`config.mk`:
```
export PLATFORM = sky130hd
export DESIGN_NAME = rsc_reset_combiner
export DESIGN_NICKNAME = d
export VERILOG_FILES = /design/src/shared/rsc_pkg.sv /design/src/shared/rsc_reg_if.sv /design/src/hw/rsc_src_sync.sv /design/src/hw/rsc_axil_slave.sv /design/src/hw/rsc_reset_combiner.sv
export SDC_FILE = /design/constraint.sdc
export NUM_CORES = 1
export LEC_CHECK = 0
export ABC_AREA = 1
export BUFFER_PORTS_ARGS = -buffer_cell sky130_fd_sc_hd__buf_2
export CAP_MARGIN = 0
export CORE_MARGIN = 2
export CORE_UTILIZATION = 30
export DETAILED_ROUTE_END_ITERATION = 10
export PLACE_DENSITY_LB_ADDON = 0.08
export SLEW_MARGIN = 0
export SYNTH_ARGS = -nofsm -noshare
export SYNTH_HDL_FRONTEND = slang
export SYNTH_SLANG_ARGS = --single-unit
```
`constraint.sdc`:
```
create_clock -name aclk -period 2.2 [get_ports aclk]
set_clock_uncertainty 0.05 [all_clocks]
set_input_delay 0.44 -clock aclk [delete_from_list [all_inputs] [get_ports aclk]]
set_output_delay 0.44 -clock aclk [all_outputs]
set_load 0.005 [all_outputs]
```
`src/shared/rsc_pkg.sv`:
```
// Constants for the reset source combiner: register map, field layout, reset values.
// Assumes a 32-bit AXI4-Lite register bus and a single system clock.
package rsc_pkg;

    // Bus geometry
    localparam int RSC_ADDR_W = 8;
    localparam int RSC_DATA_W = 32;
    localparam int RSC_REG_W = 16;

    // Register byte offsets
    localparam logic [RSC_ADDR_W-1:0] RSC_OFS_STATUS_CONTROL = 8'h00;
    localparam logic [RSC_ADDR_W-1:0] RSC_OFS_LIVE_SOURCES = 8'h04;

    // Field positions inside the status/control register
    localparam int RSC_BIT_POWER_ON = 0;
    localparam int RSC_BIT_BROWN_OUT = 1;
    localparam int RSC_BIT_IDLE_WAKE = 2;
    localparam int RSC_BIT_SLEEP_WAKE = 3;
    localparam int RSC_BIT_WDOG_TIMEOUT = 4;
    localparam int RSC_BIT_WDOG_SOFT_EN = 5;
    localparam int RSC_BIT_SOFTWARE = 6;
    localparam int RSC_BIT_EXT_PIN = 7;
    localparam int RSC_BIT_REG_SLEEP_ACT = 8;
    localparam int RSC_BIT_CONFIG_MISMATCH = 9;
    localparam int RSC_BIT_ILLEGAL = 14;
    localparam int RSC_BIT_TRAP = 15;

    // Implemented bits, power-on value, and the control (non-status) bits
    localparam logic [RSC_REG_W-1:0] RSC_IMPL_MASK = 16'hc3ff;
    localparam logic [RSC_REG_W-1:0] RSC_POR_VALUE = 16'h0003;
    localparam logic [RSC_REG_W-1:0] RSC_CTRL_MASK = 16'h0120;

    // Live source register width (one bit per source)
    localparam int RSC_NUM_SRC = 10;

    // AXI response codes
    localparam logic [1:0] RSC_RESP_OKAY = 2'h0;
    localparam logic [1:0] RSC_RESP_SLVERR = 2'h2;

    // Sequencer states, one-hot
    typedef enum logic [1:0] {
        RSC_ST_RUN = 2'h1,
        RSC_ST_RESET = 2'h2
    } rsc_state_t;

endpackage

```
`src/shared/rsc_reg_if.sv`:
```
// Register access carrier between the bus slave and the combiner core.
// Assumes both ends run on the same clock; strobes are one-cycle pulses.
`timescale 1ns/1ps
interface rsc_reg_if;
    import rsc_pkg::*;
    logic wr; // Write strobe
    logic [RSC_ADDR_W-1:0] wr_addr; // Write byte address
    logic [RSC_DATA_W-1:0] wr_data; // Write data
    logic [3:0] wr_strb; // Byte enables
    logic wr_err; // Write address unmapped
    logic rd; // Read strobe
    logic [RSC_ADDR_W-1:0] rd_addr; // Read byte address
    logic [RSC_DATA_W-1:0] rd_data; // Read data, combinational
    logic rd_err; // Read address unmapped

    modport bus (output wr, wr_addr, wr_data, wr_strb, rd, rd_addr, input wr_err, rd_data, rd_err);
    modport regs (input wr, wr_addr, wr_data, wr_strb, rd, rd_addr, output wr_err, rd_data, rd_err);
endinterface

```
`src/hw/rsc_src_sync.sv`:
```
// Two-flop synchroniser bank for inputs arriving from outside the clock domain.
// Assumes each bit is a slow level; a pulse shorter than one clock may be lost.
`timescale 1ns/1ps
module rsc_src_sync #(
    parameter int W = 1,
    parameter logic [W-1:0] INIT = '0
) (
    input wire logic aclk,
    input wire logic aresetn,
    input wire logic [W-1:0] async_in,
    output logic [W-1:0] sync_out
);
    logic [W-1:0] meta_q; // First stage, read only by the second stage

    ////////////////////////////////////////////////////////////////////////
    // One synchroniser per bit
    genvar gi;
    generate
        for (gi = 0; gi < W; gi++) begin : g_bit
            always_ff @(posedge aclk) begin
                if (!aresetn) begin
                    meta_q[gi] <= INIT[gi];
                    sync_out[gi] <= INIT[gi];
                end else begin
                    meta_q[gi] <= async_in[gi];
                    sync_out[gi] <= meta_q[gi];
                end
            end
        end
    endgenerate
endmodule

```
`src/hw/rsc_axil_slave.sv`:
```
// AXI4-Lite slave front end: accepts one write and one read at a time.
// Assumes the register core answers reads combinationally in the strobe cycle.
`timescale 1ns/1ps
module rsc_axil_slave
    import rsc_pkg::*;
(
    input wire logic aclk,
    input wire logic aresetn,
    input wire logic [RSC_ADDR_W-1:0] s_awaddr,
    input wire logic s_awvalid,
    output logic s_awready,
    input wire logic [RSC_DATA_W-1:0] s_wdata,
    input wire logic [3:0] s_wstrb,
    input wire logic s_wvalid,
    output logic s_wready,
    output logic [1:0] s_bresp,
    output logic s_bvalid,
    input wire logic s_bready,
    input wire logic [RSC_ADDR_W-1:0] s_araddr,
    input wire logic s_arvalid,
    output logic s_arready,
    output logic [RSC_DATA_W-1:0] s_rdata,
    output logic [1:0] s_rresp,
    output logic s_rvalid,
    input wire logic s_rready,
    rsc_reg_if.bus rif
);
    logic aw_held_q; // Write address captured
    logic w_held_q; // Write data captured
    logic [RSC_ADDR_W-1:0] awaddr_q; // Captured write address
    logic [RSC_DATA_W-1:0] wdata_q; // Captured write data
    logic [3:0] wstrb_q; // Captured byte enables

    // Write ready while the holding slot is free, read ready while no read response is pending
    assign s_awready = !aw_held_q;
    assign s_wready = !w_held_q;
    assign s_arready = !s_rvalid;

    // Perform the write once both halves are held and no response is pending
    assign rif.wr = aw_held_q && w_held_q && !s_bvalid;
    assign rif.wr_addr = awaddr_q;
    assign rif.wr_data = wdata_q;
    assign rif.wr_strb = wstrb_q;
    assign rif.rd = s_arvalid && !s_rvalid;
    assign rif.rd_addr = s_araddr;

    ////////////////////////////////////////////////////////////////////////
    // Write address and data capture, in either order
    always_ff @(posedge aclk) begin
        if (!aresetn) begin
            aw_held_q <= 1'b0;
            w_held_q <= 1'b0;
            awaddr_q <= '0;
            wdata_q <= '0;
            wstrb_q <= '0;
        end else if (rif.wr) begin
            aw_held_q <= 1'b0;
            w_held_q <= 1'b0;
        end else begin
            if (s_awvalid && !aw_held_q) begin
                aw_held_q <= 1'b1;
                awaddr_q <= s_awaddr;
            end
            if (s_wvalid && !w_held_q) begin
                w_held_q <= 1'b1;
                wdata_q <= s_wdata;
                wstrb_q <= s_wstrb;
            end
        end
    end

    // Write response
    always_ff @(posedge aclk) begin
        if (!aresetn) begin
            s_bvalid <= 1'b0;
            s_bresp <= RSC_RESP_OKAY;
        end else if (rif.wr) begin
            s_bvalid <= 1'b1;
            s_bresp <= rif.wr_err ? RSC_RESP_SLVERR : RSC_RESP_OKAY;
        end else if (s_bready) begin
            s_bvalid <= 1'b0;
        end
    end

    // Read data and response
    always_ff @(posedge aclk) begin
        if (!aresetn) begin
            s_rvalid <= 1'b0;
            s_rdata <= '0;
            s_rresp <= RSC_RESP_OKAY;
        end else if (rif.rd) begin
            s_rvalid <= 1'b1;
            s_rdata <= rif.rd_data;
            s_rresp <= rif.rd_err ? RSC_RESP_SLVERR : RSC_RESP_OKAY;
        end else if (s_rready) begin
            s_rvalid <= 1'b0;
        end
    end
endmodule

```
`src/hw/rsc_reset_combiner.sv`:
```
// Reset source combiner: merges all reset sources into one system reset,
// records the cause in a software-visible status/control register.
// Assumes aresetn is the power-on reset; core event inputs share aclk.
//
// How it works
// - Any active source asserts system reset
// - Combine power, brown-out, pin, software, watchdog, mismatch, trap
// - Each reset kind sets its own flag
// - Power-on clears flags, sets power-on and brown-out flags
// - Software writes flags, never causing reset
// - Bit 15 flags trap conflict reset
// - Bit 14 flags illegal opcode/address/uninit register
// - Bit 9 flags configuration mismatch reset
// - Bit 8 keeps regulator active in sleep
// - Bit 7 flags master clear pin reset
// - Bit 6 flags software reset instruction
// - Bit 5 enables watchdog; fuse forces on
// - Bit 4 flags watchdog time-out
// - Bit 3 flags wake from sleep
// - Bit 2 flags wake from idle
// - Bits 13 to 10 read zero
// - System reset forces defined control values
// - Bit 1 flags brown-out reset
// - Bit 0 flags power-on reset
`timescale 1ns/1ps
module rsc_reset_combiner
    import rsc_pkg::*;
(
    input wire logic aclk,
    input wire logic aresetn,

    // Pin-side sources and watchdog fuse level
    input wire logic master_clear_pin_n,
    input wire logic brown_out_detect,
    input wire logic watchdog_fuse_enable,

    // Core events
    input wire logic sw_reset_instr,
    input wire logic watchdog_timeout,
    input wire logic config_mismatch,
    input wire logic trap_conflict,
    input wire logic illegal_opcode,
    input wire logic illegal_addr_mode,
    input wire logic uninit_wreg,
    input wire logic security_violation,

    // Low-power entry
    input wire logic sleep_entered,
    input wire logic idle_entered,

    // Register bus
    input wire logic [RSC_ADDR_W-1:0] s_awaddr,
    input wire logic s_awvalid,
    output logic s_awready,

    input wire logic [RSC_DATA_W-1:0] s_wdata,
    input wire logic [3:0] s_wstrb,
    input wire logic s_wvalid,
    output logic s_wready,

    output logic [1:0] s_bresp,
    output logic s_bvalid,
    input wire logic s_bready,

    input wire logic [RSC_ADDR_W-1:0] s_araddr,
    input wire logic s_arvalid,
    output logic s_arready,

    output logic [RSC_DATA_W-1:0] s_rdata,
    output logic [1:0] s_rresp,
    output logic s_rvalid,
    input wire logic s_rready,

    // Outputs
    output logic system_reset,
    output logic watchdog_enable,
    output logic regulator_sleep_active
);

    ////////////////////////////////////////////////////////////////////////
    // Address decode helpers, shared by the write and read paths

    // True when the address selects the status/control register
    function automatic logic is_status_control(input logic [RSC_ADDR_W-1:0] addr);
        is_status_control = (addr == RSC_OFS_STATUS_CONTROL);
    endfunction

    // True when the address selects the live source register
    function automatic logic is_live_sources(input logic [RSC_ADDR_W-1:0] addr);
        is_live_sources = (addr == RSC_OFS_LIVE_SOURCES);
    endfunction

    ////////////////////////////////////////////////////////////////////////
    // Declarations

    rsc_reg_if rif(); // Bus-to-core register carrier

    localparam int PIN_N = 3; // Inputs coming from outside the clock domain
    localparam logic [PIN_N-1:0] PIN_INIT = 3'h1; // Pin idles high, others low

    logic [PIN_N-1:0] pin_sync; // Synchronised pin-side inputs
    logic master_clear_pin_active; // Master clear pin held low
    logic brown_out_active; // Supply below brown-out threshold
    logic fuse_wdog_on; // Watchdog fuse unprogrammed, forces watchdog on

    logic illegal_any; // Any illegal-condition event
    logic [RSC_NUM_SRC-1:0] live_src; // All reset sources but power-on, one bit each
    logic any_source; // At least one reset source active

    logic [RSC_REG_W-1:0] status_control_q; // Status/control register
    logic [RSC_REG_W-1:0] status_control_d; // Its next value
    logic [RSC_REG_W-1:0] hw_set; // Flags hardware sets this cycle
    logic [RSC_REG_W-1:0] wr_mask; // Bits touched by a software write
    logic [RSC_REG_W-1:0] wr_val; // Write data aligned to the register
    logic sc_write; // Software write to status/control this cycle

    rsc_state_t state_q; // Sequencer state
    rsc_state_t state_d; // Its next value
    logic system_reset_q; // Registered system reset

    ////////////////////////////////////////////////////////////////////////
    // Bus front end and pin synchronisers

    rsc_axil_slave u_slave (
        .aclk(aclk),
        .aresetn(aresetn),
        .s_awaddr(s_awaddr),
        .s_awvalid(s_awvalid),
        .s_awready(s_awready),

        .s_wdata(s_wdata),
        .s_wstrb(s_wstrb),
        .s_wvalid(s_wvalid),
        .s_wready(s_wready),

        .s_bresp(s_bresp),
        .s_bvalid(s_bvalid),
        .s_bready(s_bready),

        .s_araddr(s_araddr),
        .s_arvalid(s_arvalid),
        .s_arready(s_arready),

        .s_rdata(s_rdata),
        .s_rresp(s_rresp),
        .s_rvalid(s_rvalid),
        .s_rready(s_rready),
        .rif(rif.bus)
    );

    // Pin, brown-out comparator and fuse level all come from outside aclk
    rsc_src_sync #(
        .W(PIN_N),
        .INIT(PIN_INIT)
    ) u_sync (
        .aclk(aclk),
        .aresetn(aresetn),
        .async_in({watchdog_fuse_enable, brown_out_detect, master_clear_pin_n}),
        .sync_out(pin_sync)
    );

    assign master_clear_pin_active = !pin_sync[0];
    assign brown_out_active = pin_sync[1];
    assign fuse_wdog_on = pin_sync[2];

    ////////////////////////////////////////////////////////////////////////
    // Source combining

    // Illegal opcode, illegal addressing, uninitialised register, security
    assign illegal_any = illegal_opcode | illegal_addr_mode | uninit_wreg | security_violation;

    // Power-on source is aresetn itself; the rest are collected here
    assign live_src = {security_violation, uninit_wreg, illegal_addr_mode, illegal_opcode,
                       trap_conflict, config_mismatch, watchdog_timeout, sw_reset_instr,
                       master_clear_pin_active, brown_out_active};

    // Any single source is enough; software register writes are not sources
    assign any_source = |live_src;

    ////////////////////////////////////////////////////////////////////////
    // Reset sequencer

    // Next state: enter reset on any source, leave once all are gone
    always_comb begin
        state_d = state_q;

        case (state_q)
            RSC_ST_RUN: begin
                if (any_source) begin
                    state_d = RSC_ST_RESET;
                end
            end

            RSC_ST_RESET: begin
                if (!any_source) begin
                    state_d = RSC_ST_RUN;
                end
            end

            default: begin
                state_d = RSC_ST_RESET;
            end
        endcase
    end

    // State register; power-on holds the system in reset
    always_ff @(posedge aclk) begin
        if (!aresetn) begin
            state_q <= RSC_ST_RESET;
        end else begin
            state_q <= state_d;
        end
    end

    // Registered reset output, asserted throughout power-on too
    always_ff @(posedge aclk) begin
        if (!aresetn) begin
            system_reset_q <= 1'b1;
        end else begin
            system_reset_q <= (state_d == RSC_ST_RESET);
        end
    end

    assign system_reset = system_reset_q;

    ////////////////////////////////////////////////////////////////////////
    // Status/control register

    // Hardware flag sets, one per reset kind and per low-power wake
    always_comb begin
        hw_set = '0;
        hw_set[RSC_BIT_TRAP] = trap_conflict;
        hw_set[RSC_BIT_ILLEGAL] = illegal_any;
        hw_set[RSC_BIT_CONFIG_MISMATCH] = config_mismatch;
        hw_set[RSC_BIT_EXT_PIN] = master_clear_pin_active;
        hw_set[RSC_BIT_SOFTWARE] = sw_reset_instr;
        hw_set[RSC_BIT_WDOG_TIMEOUT] = watchdog_timeout;

        // Wake flags, then brown-out
        hw_set[RSC_BIT_SLEEP_WAKE] = sleep_entered;
        hw_set[RSC_BIT_IDLE_WAKE] = idle_entered;
        hw_set[RSC_BIT_BROWN_OUT] = brown_out_active;
    end

    // Software write qualification and byte-lane mask
    assign sc_write = rif.wr && is_status_control(rif.wr_addr);
    assign wr_mask = {{8{rif.wr_strb[1]}}, {8{rif.wr_strb[0]}}} & RSC_IMPL_MASK;
    assign wr_val = rif.wr_data[RSC_REG_W-1:0];

    // Next value: software write merged per lane, then hardware sets on top
    always_comb begin
        status_control_d = status_control_q;

        if (sc_write) begin
            status_control_d = (status_control_q & ~wr_mask) | (wr_val & wr_mask);
        end

        if (system_reset_q) begin
            status_control_d = status_control_d & ~RSC_CTRL_MASK;
        end

        status_control_d = (status_control_d | hw_set) & RSC_IMPL_MASK;
    end

    // Power-on loads the power-on flag alone plus brown-out, all else clear
    always_ff @(posedge aclk) begin
        if (!aresetn) begin
            status_control_q <= RSC_POR_VALUE;
        end else begin
            status_control_q <= status_control_d;
        end
    end

    ////////////////////////////////////////////////////////////////////////
    // Control outputs

    // Fuse unprogrammed keeps the watchdog on whatever software writes
    assign watchdog_enable = fuse_wdog_on | status_control_q[RSC_BIT_WDOG_SOFT_EN];

    // High keeps the regulator running in sleep, low lets it stand by
    assign regulator_sleep_active = status_control_q[RSC_BIT_REG_SLEEP_ACT];

    ////////////////////////////////////////////////////////////////////////
    // Register reads and decode errors

    // Read mux: unused upper bits read zero, unmapped reads return zero
    always_comb begin
        rif.rd_data = '0;

        if (rif.rd && is_status_control(rif.rd_addr)) begin
            rif.rd_data[RSC_REG_W-1:0] = status_control_q;
        end else if (rif.rd && is_live_sources(rif.rd_addr)) begin
            rif.rd_data[RSC_NUM_SRC-1:0] = live_src;
        end
    end

    // Live source register is read-only; writes to it answer OKAY and are dropped
    assign rif.rd_err = !(is_status_control(rif.rd_addr) || is_live_sources(rif.rd_addr));
    assign rif.wr_err = !(is_status_control(rif.wr_addr) || is_live_sources(rif.wr_addr));

endmodule

```
==> summary.json, run 1 <==
{
  "timing": {
    "relSlewSlack_pct": 50.5,
    "timing.final.max_slew_violations": 0,
    "rsz0062_at_grt": "no",
    "timing_worst_slew_pin_value_ns": 0.739,
    "final_period_minus_worst_setup_slack_ns": 1.79,
    "setup_ws_ns": 0.412,
    "final.setup.tns_ns": 0,
    "period_utilization_pct": 81.3,
    "timing.final.hold_violations": 0,
    "max_freq_ghz": 0.559,
    "setup_violations": 0
  },
  "place": {
    "placed_cells_incl_taps": 577,
    "placement.setup.worst_slack_ns": 0.140,
    "io_buffer_count": 71,
    "routabilityCongestion": 0.739,
    "place.detailed.hpwl_mm": 4.96
  },
  "clocking": {
    "clock_sinks": 61,
    "max-clock-path-buffers": 2,
    "clkTransAtPathRegs_ns": 0.07,
    "cts_root_buf": "clkbuf_8",
    "post-cts-setup-buffer-count": 0,
    "cts_made_buffers": 9,
    "cts_resized": 0,
    "insertion_delay_ns": 0.34,
    "count_of_hold_fix_buffers_inserted_at_cts": 0,
    "cts.htree.levels": 3,
    "clock_tree_from_tritoncts": "yes"
  },
  "detailed_routing": {
    "vias": 2560,
    "vias_per_cell": 4.32,
    "postRouteAntennaNets": 0,
    "drt_first_iter_violations": 96,
    "route.final.wire_length_mm": 6.84,
    "avgRoutedWirePerCell_um": 11.5,
    "drc_errors_left": 0,
    "dr.pass1.iters": 4
  },
  "yosys": {
    "seq_area_frac_synth_pct": 43.3,
    "share_of_the_synthesized_area_in_compound_gates_ao_oa_aoi_oai_pct": 8.43,
    "synth_top_family_by_area": "simple AND/OR/NAND/NOR gates",
    "yosys.area.top_type_share_pct": 43.3,
    "yosys_warnings": 0,
    "muxShareOfSynthArea_pct": 0,
    "synth_seq_cells": 61,
    "synthesis.instances": 406,
    "yosys.area_share.simple_pct": 30.4,
    "ys_top_cells_by_area": "dfxtp_1 (43%), nand2_1 (11%), nand3_1 (9.1%), inv_1 (7.5%), nor2_1 (7.2%)",
    "yosys.area_share.adder_pct": 0.888,
    "synth_top_area_cell": "dfxtp_1",
    "xor_xnor_portion_of_the_synthesized_cell_area_pct": 0,
    "ys_types": 22,
    "synthesis.area_sq_um": 2820,
    "synthesis.area_per_instance_sq_um": 6.94
  },
  "floorplan": {
    "row_count": 35,
    "initial_utilization_pct": 30.7,
    "die_h_um": 101,
    "design.core.area_sq_um": 9200,
    "die_width_um": 101,
    "ioPinCount": 116,
    "floorplan.die_area_sq_um": 10200
  },
  "critical_path": {
    "worst-r2r-setup-slack_ns": 0.41,
    "cp_cell_sequence": "nor2_1, inv_1, o21ai_0, a21oi_1",
    "timing.critical_path.arrival_ns": 1.95,
    "type_of_the_worst_setup_path": "register to register",
    "cp-end-kind": "register",
    "worstReg2RegEnd": "u_slave.rif.wr_strb[0]$_SDFFE_PN0P_",
    "cpMaxStageDelayCell": "nor2_1",
    "critPathRequiredTime_ns": 2.36,
    "startpoint_type": "register",
    "critical_path.max_fanout": 15,
    "timing.rr.start": "u_slave.w_held_q$_SDFFE_PP0P_",
    "count_of_buffering_cells_on_the_critical_path_with_inverters_included": 1,
    "largest_stage_delay_worst_path_ns": 0.58,
    "ff2ff_path_depth": 4,
    "critical-path-top-delay-family": "simple AND/OR/NAND/NOR gates"
  },
  "global_route": {
    "grt_start_max_net_pins": 36,
    "grt_antenna_before_repair": 0,
    "groute.usage.overall_pct": 14.0,
    "gr-total-overflow": 0,
    "first_global_vias": 2463,
    "wire_length_of_the_first_global_routing_pass_mm": 11.1
  },
  "power": {
    "sw_frac_of_total_pct": 26.4,
    "irDropWorstVdd_mv": 0.293,
    "netSwitchingPower_w": 0.000688,
    "p_int_w": 0.00192,
    "total_leakage_power_nw": 1.82,
    "pwr-share-seq_pct": 46.5,
    "clock_power_share_pct": 42.6,
    "comb_power_share_pct": 11.0,
    "power_density_nw_per_um2": 766
  },
  "run": {
    "drv.max_cap_violation_count": 0
  },
  "hold_path": {
    "min_to": "u_sync.meta_q[2]$_SDFF_PN0_",
    "holdCritPathClass": "primary input to register",
    "hold_path_depth": 3,
    "min_from": "watchdog_fuse_enable"
  },
  "outcome": {
    "run_status": "finished, final reports clean"
  },
  "cells_and_area": {
    "n_antenna_cell": 0,
    "nets": 551,
    "multi_input_area_sq_um": 1200,
    "layout-drive-gt1-share_pct": 21.2,
    "filler_cell_count": 1023,
    "sequential_cell_area_sq_um": 1220,
    "post_layout_nonfiller_instances": 593,
    "syn_to_final_growth_pct": 20.9,
    "final_util_pct": 37.0
  }
}
[sequential cells by signal, summed over array words and instances, names as in the netlist, named ones only]
signal / count
status_control_q: 9
u_slave.s_bresp: 1
u_slave.rif.wr_strb: 2
u_slave.s_rresp: 1
u_slave.s_bvalid: 1
u_slave.rif.wr_addr: 8
system_reset: 1
u_slave.w_held_q: 1
u_slave.s_rvalid: 1
u_slave.aw_held_q: 1
u_slave.s_rdata: 12
state_q: 2
u_sync.meta_q: 3
u_slave.rif.wr_data: 12
u_sync.sync_out: 3
[how the worst max path moves through the flow]
stage                     slack [ns]                                   to  cells past startpoint                           from
after CTS                       0.38  u_slave.rif.wr_strb[0]$_SDFFE_PN0P_                      4  u_slave.w_held_q$_SDFFE_PP0P_
after detailed placement        0.14  u_slave.rif.wr_strb[0]$_SDFFE_PN0P_                      6                       s_wvalid
after global placement          0.13  u_slave.rif.wr_strb[0]$_SDFFE_PN0P_                      6                       s_wvalid
after floorplan                 0.89      u_slave.s_rdata[9]$_SDFFE_PN0P_                      8                    s_araddr[7]
final                           0.41  u_slave.rif.wr_strb[0]$_SDFFE_PN0P_                      4  u_slave.w_held_q$_SDFFE_PP0P_
after global routing            0.04  u_slave.rif.wr_strb[0]$_SDFFE_PN0P_                      4  u_slave.w_held_q$_SDFFE_PP0P_
[area by class of cell]
class                      count  share of cell area [%]
clock buffer                   9                    3.64
tap                          111                    4.08
timing repair buffer          78                    12.0
sequential                    61                    35.8
inverter                      57                    6.28
clock inverter                 7                    2.94
multi-input combinational    270                    35.3
[placed cells by master, fill, tap and decap left out]
master and count:
nor2_2 1, clkbuf_8 9, ha_1 2, nand2_2 1
o21a_1 1, clkinv_4 2, or2_2 4, nand2_1 80
nor2_1 54, nor4_1 1, buf_2 71, nor3_4 1
o21ai_0 28, inv_2 1, nand3_1 51, nand4_1 6
a21oi_1 18, conb_1 22, inv_1 56, clkinvlp_4 3
buf_4 7, bufinv_16 2, dfxtp_1 61
[synth_stat cells]
cell	instances
or2_2	4
inv_2	1
a21oi_1	18
nand4_1	6
nor3_4	1
dfxtp_1	61
nor2_2	1
nand2_1	80
clkbuf_1	7
buf_4	23
ha_1	2
nand2_2	1
o21ai_0	28
buf_1	1
buf_6	3
buf_2	5
nand3_1	51
nor4_1	1
nor2_1	54
o21a_1	1
inv_1	56
conb_1	1
[per-layer routing]
| layer | vias to the layer above | GRT usage (%) | part of all wire [%] |
|---|---|---|---|
| met5 | - | 0 | 0 |
| met4 | 0 | 5.61 | 1.4 |
| met3 | 9 | 3.12 | 4.5 |
| met2 | 57 | 23.3 | 47 |
| met1 | 1124 | 17.5 | 47 |
| li1 | 1370 | - | - |
[power groups by stage]
| stage | Combinational (W) | Sequential [W] | Clock [W] |
|---|---|---|---|
| 2_1_floorplan | 0.000226 | 0.00122 | 0 |
| 3_3_place_gp | 0.000287 | 0.00124 | 0 |
| 3_5_place_dp | 0.000290 | 0.00124 | 0 |
| 4_1_cts | 0.000292 | 0.00121 | 0.00115 |
| 5_1_grt | 0.000338 | 0.00122 | 0.00120 |
| 6_report | 0.000286 | 0.00121 | 0.00111 |
[worst register-to-register path, cell delays in order, from the launching register on]
cell and delay (ns):
dfxtp_1 0.31, nor2_1 0.58, inv_1 0.42, o21ai_0 0.26
a21oi_1 0.05
[per-stage QoR]
step	hold slack, ns	cell area (sq um)	power, W
floorplan	0.340	2900	0.00145
CTS	0.221	3410	0.00266
global route	0.227	3410	0.00275
finish	0.236	3410	0.00261
global placement	0.345	3180	0.00153
detailed placement	0.345	3180	0.00153
[cells by family after synthesis]
family | Yosys count
buffers and inverters | 96
DFF | 61
other | 1
adders and majority gates | 2
and+or+nand+nor | 199
AOI/OAI and AO/OA | 47
No activity file was read; power rests on OpenSTA's default activity.
==> inputs of run 2 (changes only) <==
==> constraint.sdc (replaced) <==
create_clock -name aclk -period 1.6 [get_ports aclk]
set_clock_uncertainty 0.05 [all_clocks]
set_input_delay 0.32 -clock aclk [delete_from_list [all_inputs] [get_ports aclk]]
set_output_delay 0.32 -clock aclk [all_outputs]
set_load 0.005 [all_outputs]
==> run 2 against run 1 <==
Against the previous run:
- sequential power up 37%
- design area up 1.3%
- sequential share of layout area down 0.45 points
- critical endpoint is now watchdog_enable
==> summary.json, run 2 (synthesis results as in run 1) <==
{
  "clocking": {
    "insertion_delay_ns": 0.34,
    "count_of_hold_fix_buffers_inserted_at_cts": 0,
    "cts_root_buf": "clkbuf_8",
    "clock_tree_from_tritoncts": "yes",
    "clock_sinks": 61,
    "cts_made_buffers": 9,
    "max-clock-path-buffers": 2,
    "clkTransAtPathRegs_ns": 0.07,
    "cts.htree.levels": 3
  },
  "power": {
    "total_leakage_power_nw": 1.84,
    "power_density_nw_per_um2": 1040,
    "irDropWorstVdd_mv": 0.485,
    "fin_total_pwr_w": 0.00358
  },
  "floorplan": {
    "floorplan.die_area_sq_um": 10200,
    "ioPinCount": 116,
    "design.core.area_sq_um": 9200,
    "die_h_um": 101,
    "die_width_um": 101,
    "initial_utilization_pct": 30.7,
    "row_count": 35
  },
  "timing": {
    "final.setup.tns_ns": 0,
    "final_period_minus_worst_setup_slack_ns": 1.48,
    "setup_violations": 0,
    "rsz0062_at_grt": "no",
    "period_utilization_pct": 92.5,
    "max_freq_ghz": 0.676,
    "timing.final.hold_violations": 0,
    "timing.final.max_slew_violations": 0
  },
  "cells_and_area": {
    "layout-drive-gt1-share_pct": 22.0,
    "syn_to_final_growth_pct": 22.4,
    "nets": 556,
    "final_common_cell": "nand2_1",
    "most-common-layout-cells": "nand2_1 (80), buf_2 (71), dfxtp_1 (61)",
    "n_antenna_cell": 0
  },
  "outcome": {
    "run_status": "finished, final reports clean"
  },
  "detailed_routing": {
    "postRouteAntennaNets": 0,
    "vias": 2604,
    "dr.pass1.iters": 4,
    "drc_errors_left": 0,
    "route.final.wire_length_mm": 6.94,
    "avgRoutedWirePerCell_um": 11.6,
    "drt_first_iter_violations": 94,
    "vias_per_cell": 4.35
  },
  "global_route": {
    "groute.usage.overall_pct": 14.4,
    "grt_start_max_net_pins": 26,
    "first_global_vias": 2494,
    "gr-total-overflow": 0,
    "wire_length_of_the_first_global_routing_pass_mm": 11.5,
    "grt_antenna_before_repair": 0
  },
  "place": {
    "routabilityCongestion": 0.733,
    "place.detailed.hpwl_mm": 5.08,
    "io_buffer_count": 71
  },
  "critical_path": {
    "timing.critical_path.arrival_ns": 1.11,
    "critical_path.max_fanout": 3,
    "startpoint_type": "register",
    "cp-end-kind": "output pin",
    "critPathRequiredTime_ns": 1.23,
    "type_of_the_worst_setup_path": "register to output pin"
  },
  "hold_path": {
    "holdCritPathClass": "primary input to register"
  },
  "run": {
    "drv.max_cap_violation_count": 0
  }
}
## run 2: changes by cell type in the layout (fill, tap and decap cells not counted), sizes merged
cell,delta
buf,+5
clkbuf,+1
clkinv,-1
## run 2: worst max-delay path, cell delays in order, from the launching register on
cell	delay (ns)
dfxtp_1	0.34
or2_2	0.31
buf_2	0.13
## run 2: per-layer routing
metal / up-vias / global-route usage [%] / part of all wire, %
met4: 0 / 3.53 / 0.95
met3: 6 / 5.13 / 4.3
met2: 56 / 24.2 / 48
met5: - / 0 / 0
met1: 1167 / 17.6 / 47
li1: 1375 / - / -
## run 2: power breakdown
group	total, W	internal [W]	switching, W
clock	0.00150	0.000874	0.000622
combinational	0.000418	0.000168	0.000249
sequential	0.00166	0.00161	0.0000552
total	0.00358	0.00265	0.000926
## run 2: per-stage QoR
| step | instance area [sq um] | utilization (%) | setup slack (ns) | std cells | hold WS, ns |
|---|---|---|---|---|---|
| final | 3450 | 37.5 | 0.120 | 598 | 0.116 |
| after global routing | 3450 | 37.5 | 0.0615 | 598 | 0.101 |
| after CTS | 3450 | 37.5 | 0.106 | 598 | 0.101 |
| after detailed placement | 3230 | 35.2 | 0.112 | 582 | 0.347 |
| after global placement | 3230 | 35.2 | 0.155 | 582 | 0.343 |
| after floorplan | 2900 | - | 0.384 | 427 | 0.340 |
## run 2: repair_timing
item / in CTS / in global routing
endpoints found under the hold margin: 0 / 0
gates resized for setup: 0 / 1
buffers inserted: 0 / 0
setup endpoints to repair: 0 / 1
## run 2: final timing paths
path                                  startpoint                              to  slack (ns)  cells past startpoint
max                                     register                 watchdog_enable        0.12                      2
min reg2reg          u_sync.meta_q[0]$_SDFF_PN1_   u_sync.sync_out[0]$_SDFF_PN1_        0.36                      1
min                         watchdog_fuse_enable     u_sync.meta_q[2]$_SDFF_PN0_        0.12                      3
max reg2reg  u_slave.rif.wr_addr[4]$_SDFFE_PN0P_  status_control_q[7]$_SDFF_PN0_        0.25                      8
## run 2: cell type report
| type | count | area (sq um) |
|---|---|---|
| flip-flops and latches | 61 | 1220 |
| inverters | 57 | 214 |
| well taps | 111 | 139 |
| clock inverters | 6 | 87.6 |
| clock buffers | 10 | 128 |
| fillers | 1039 | 5750 |
| repair buffers | 83 | 458 |
| multi-input cells | 270 | 1200 |
==> inputs of run 3 (changes only) <==
--- a/config.mk
+++ b/config.mk
@@ -11,6 +11,7 @@
 export CORE_MARGIN = 2
 export CORE_UTILIZATION = 30
 export DETAILED_ROUTE_END_ITERATION = 10
+export MAX_ROUTING_LAYER = met4
 export PLACE_DENSITY_LB_ADDON = 0.08
 export SLEW_MARGIN = 0
 export SYNTH_ARGS = -nofsm -noshare
==> run 3 against run 2 <==
Against the previous run:
- sequential share of layout area is the same
- first-iteration DRC count shrank 15%
- via count grew 0.12%
- count of clock-buffer cells in the layout is the same
- global-route usage grew 0.43 points
- combinational power is essentially flat
- wire length shrank 0.46%
- sequential power is essentially flat
- critical path depth is the same
- worst hold slack gained 0.0027 ns
==> summary.json, run 3 (synthesis results as in run 1) <==
{
  "clocking": {
    "insertion_delay_ns": 0.34,
    "clkTransAtPathRegs_ns": 0.07,
    "max-clock-path-buffers": 2,
    "clock_sinks": 61,
    "cts.htree.levels": 3,
    "post-cts-setup-buffer-count": 0,
    "cts_resized": 0,
    "clock_tree_from_tritoncts": "yes",
    "count_of_hold_fix_buffers_inserted_at_cts": 0,
    "cts_made_buffers": 9,
    "cts_root_buf": "clkbuf_8"
  },
  "detailed_routing": {
    "dr.pass1.iters": 4,
    "vias": 2607,
    "vias_per_cell": 4.36,
    "drt_first_iter_violations": 80,
    "drc_errors_left": 0,
    "avgRoutedWirePerCell_um": 11.6,
    "postRouteAntennaNets": 0,
    "route.final.wire_length_mm": 6.91
  },
  "critical_path": {
    "cp-end-kind": "output pin",
    "critPathRequiredTime_ns": 1.23,
    "startpoint_type": "register",
    "type_of_the_worst_setup_path": "register to output pin",
    "critical_path.max_fanout": 3,
    "timing.critical_path.arrival_ns": 1.11
  },
  "place": {
    "routabilityCongestion": 0.742,
    "placed_cells_incl_taps": 582,
    "dpl-instance-area_sq_um": 3230,
    "place.detailed.hpwl_mm": 5.08,
    "io_buffer_count": 71
  },
  "global_route": {
    "grt_start_max_net_pins": 26,
    "gr-total-overflow": 0,
    "groute.usage.overall_pct": 14.8,
    "wire_length_of_the_first_global_routing_pass_mm": 11.5,
    "first_global_vias": 2499,
    "grt_antenna_before_repair": 0
  },
  "timing": {
    "rsz0062_at_grt": "no",
    "final_period_minus_worst_setup_slack_ns": 1.48,
    "max_freq_ghz": 0.677,
    "period_utilization_pct": 92.3,
    "timing.final.hold_violations": 0,
    "final.setup.tns_ns": 0,
    "timing.final.max_slew_violations": 0,
    "setup_violations": 0
  },
  "floorplan": {
    "row_count": 35,
    "die_width_um": 101,
    "ioPinCount": 116,
    "floorplan.die_area_sq_um": 10200,
    "design.core.area_sq_um": 9200,
    "initial_utilization_pct": 30.7,
    "die_h_um": 101
  },
  "hold_path": {
    "holdCritPathClass": "primary input to register"
  },
  "cells_and_area": {
    "post_layout_nonfiller_instances": 598,
    "final_common_cell": "nand2_1",
    "most-common-layout-cells": "nand2_1 (80), buf_2 (71), dfxtp_1 (61)",
    "n_antenna_cell": 0,
    "layout-drive-gt1-share_pct": 22.0,
    "design_area_sq_um": 3450,
    "nets": 556,
    "syn_to_final_growth_pct": 22.4
  },
  "power": {
    "comb_power_share_pct": 11.7,
    "p_int_w": 0.00265,
    "irDropWorstVdd_mv": 0.486,
    "total_leakage_power_nw": 1.84,
    "sw_frac_of_total_pct": 25.8,
    "clock_power_share_pct": 41.7,
    "netSwitchingPower_w": 0.000921,
    "pwr-share-seq_pct": 46.6,
    "power_density_nw_per_um2": 1030
  },
  "outcome": {
    "run_status": "finished, final reports clean"
  },
  "run": {
    "drv.max_cap_violation_count": 0
  }
}
-- run 3: per-stage QoR --
step | total power (W) | hold WS (ns) | worst slack, ns | utilization [%]
global route | 0.00379 | 0.101 | 0.0615 | 37.5
finish | 0.00357 | 0.119 | 0.123 | 37.5
global placement | 0.00212 | 0.343 | 0.155 | 35.2
floorplan | 0.00199 | 0.340 | 0.384 | -
CTS | 0.00364 | 0.101 | 0.106 | 37.5
detailed placement | 0.00212 | 0.347 | 0.112 | 35.2
-- run 3: worst paths after layout --
| check | start | end | slack (ns) | cells past startpoint |
|---|---|---|---|---|
| worst max-delay path | register | watchdog_enable | 0.12 | 2 |
| worst min-delay path | watchdog_fuse_enable | u_sync.meta_q[2]$_SDFF_PN0_ | 0.12 | 3 |
| worst max register to register | u_slave.aw_held_q$_SDFFE_PP0P_ | status_control_q[7]$_SDFF_PN0_ | 0.26 | 7 |
| worst min register to register | u_sync.meta_q[0]$_SDFF_PN1_ | u_sync.sync_out[0]$_SDFF_PN1_ | 0.36 | 1 |
-- run 3: worst max-delay path: stages, from the launching register on --
cell and delay (ns):
dfxtp_1 0.34, or2_2 0.31, buf_2 0.13
-- run 3: power groups by stage --
stage / logic, W / registers (W) / clock network, W
2_1_floorplan: 0.000311 / 0.00168 / 0
3_3_place_gp: 0.000418 / 0.00170 / 0
3_5_place_dp: 0.000425 / 0.00170 / 0
4_1_cts: 0.000427 / 0.00166 / 0.00154
5_1_grt: 0.000492 / 0.00167 / 0.00162
6_report: 0.000418 / 0.00166 / 0.00149
-- run 3: routing by layer --
layer	GRT usage (%)	up-vias	wire length, um
met2	24.2	60	3330
met1	17.7	1170	3180
met3	5.06	4	355
met5	-	-	0
li1	-	1373	-
met4	3.53	0	54
-- run 3: final cells by class --
type	instances	area (sq um)
tap	111	139
sequential	61	1220
timing repair buffer	83	458
multi-input combinational	270	1200
clock buffer	10	128
inverter	57	214
clock inverter	6	87.6
fill	1039	5750
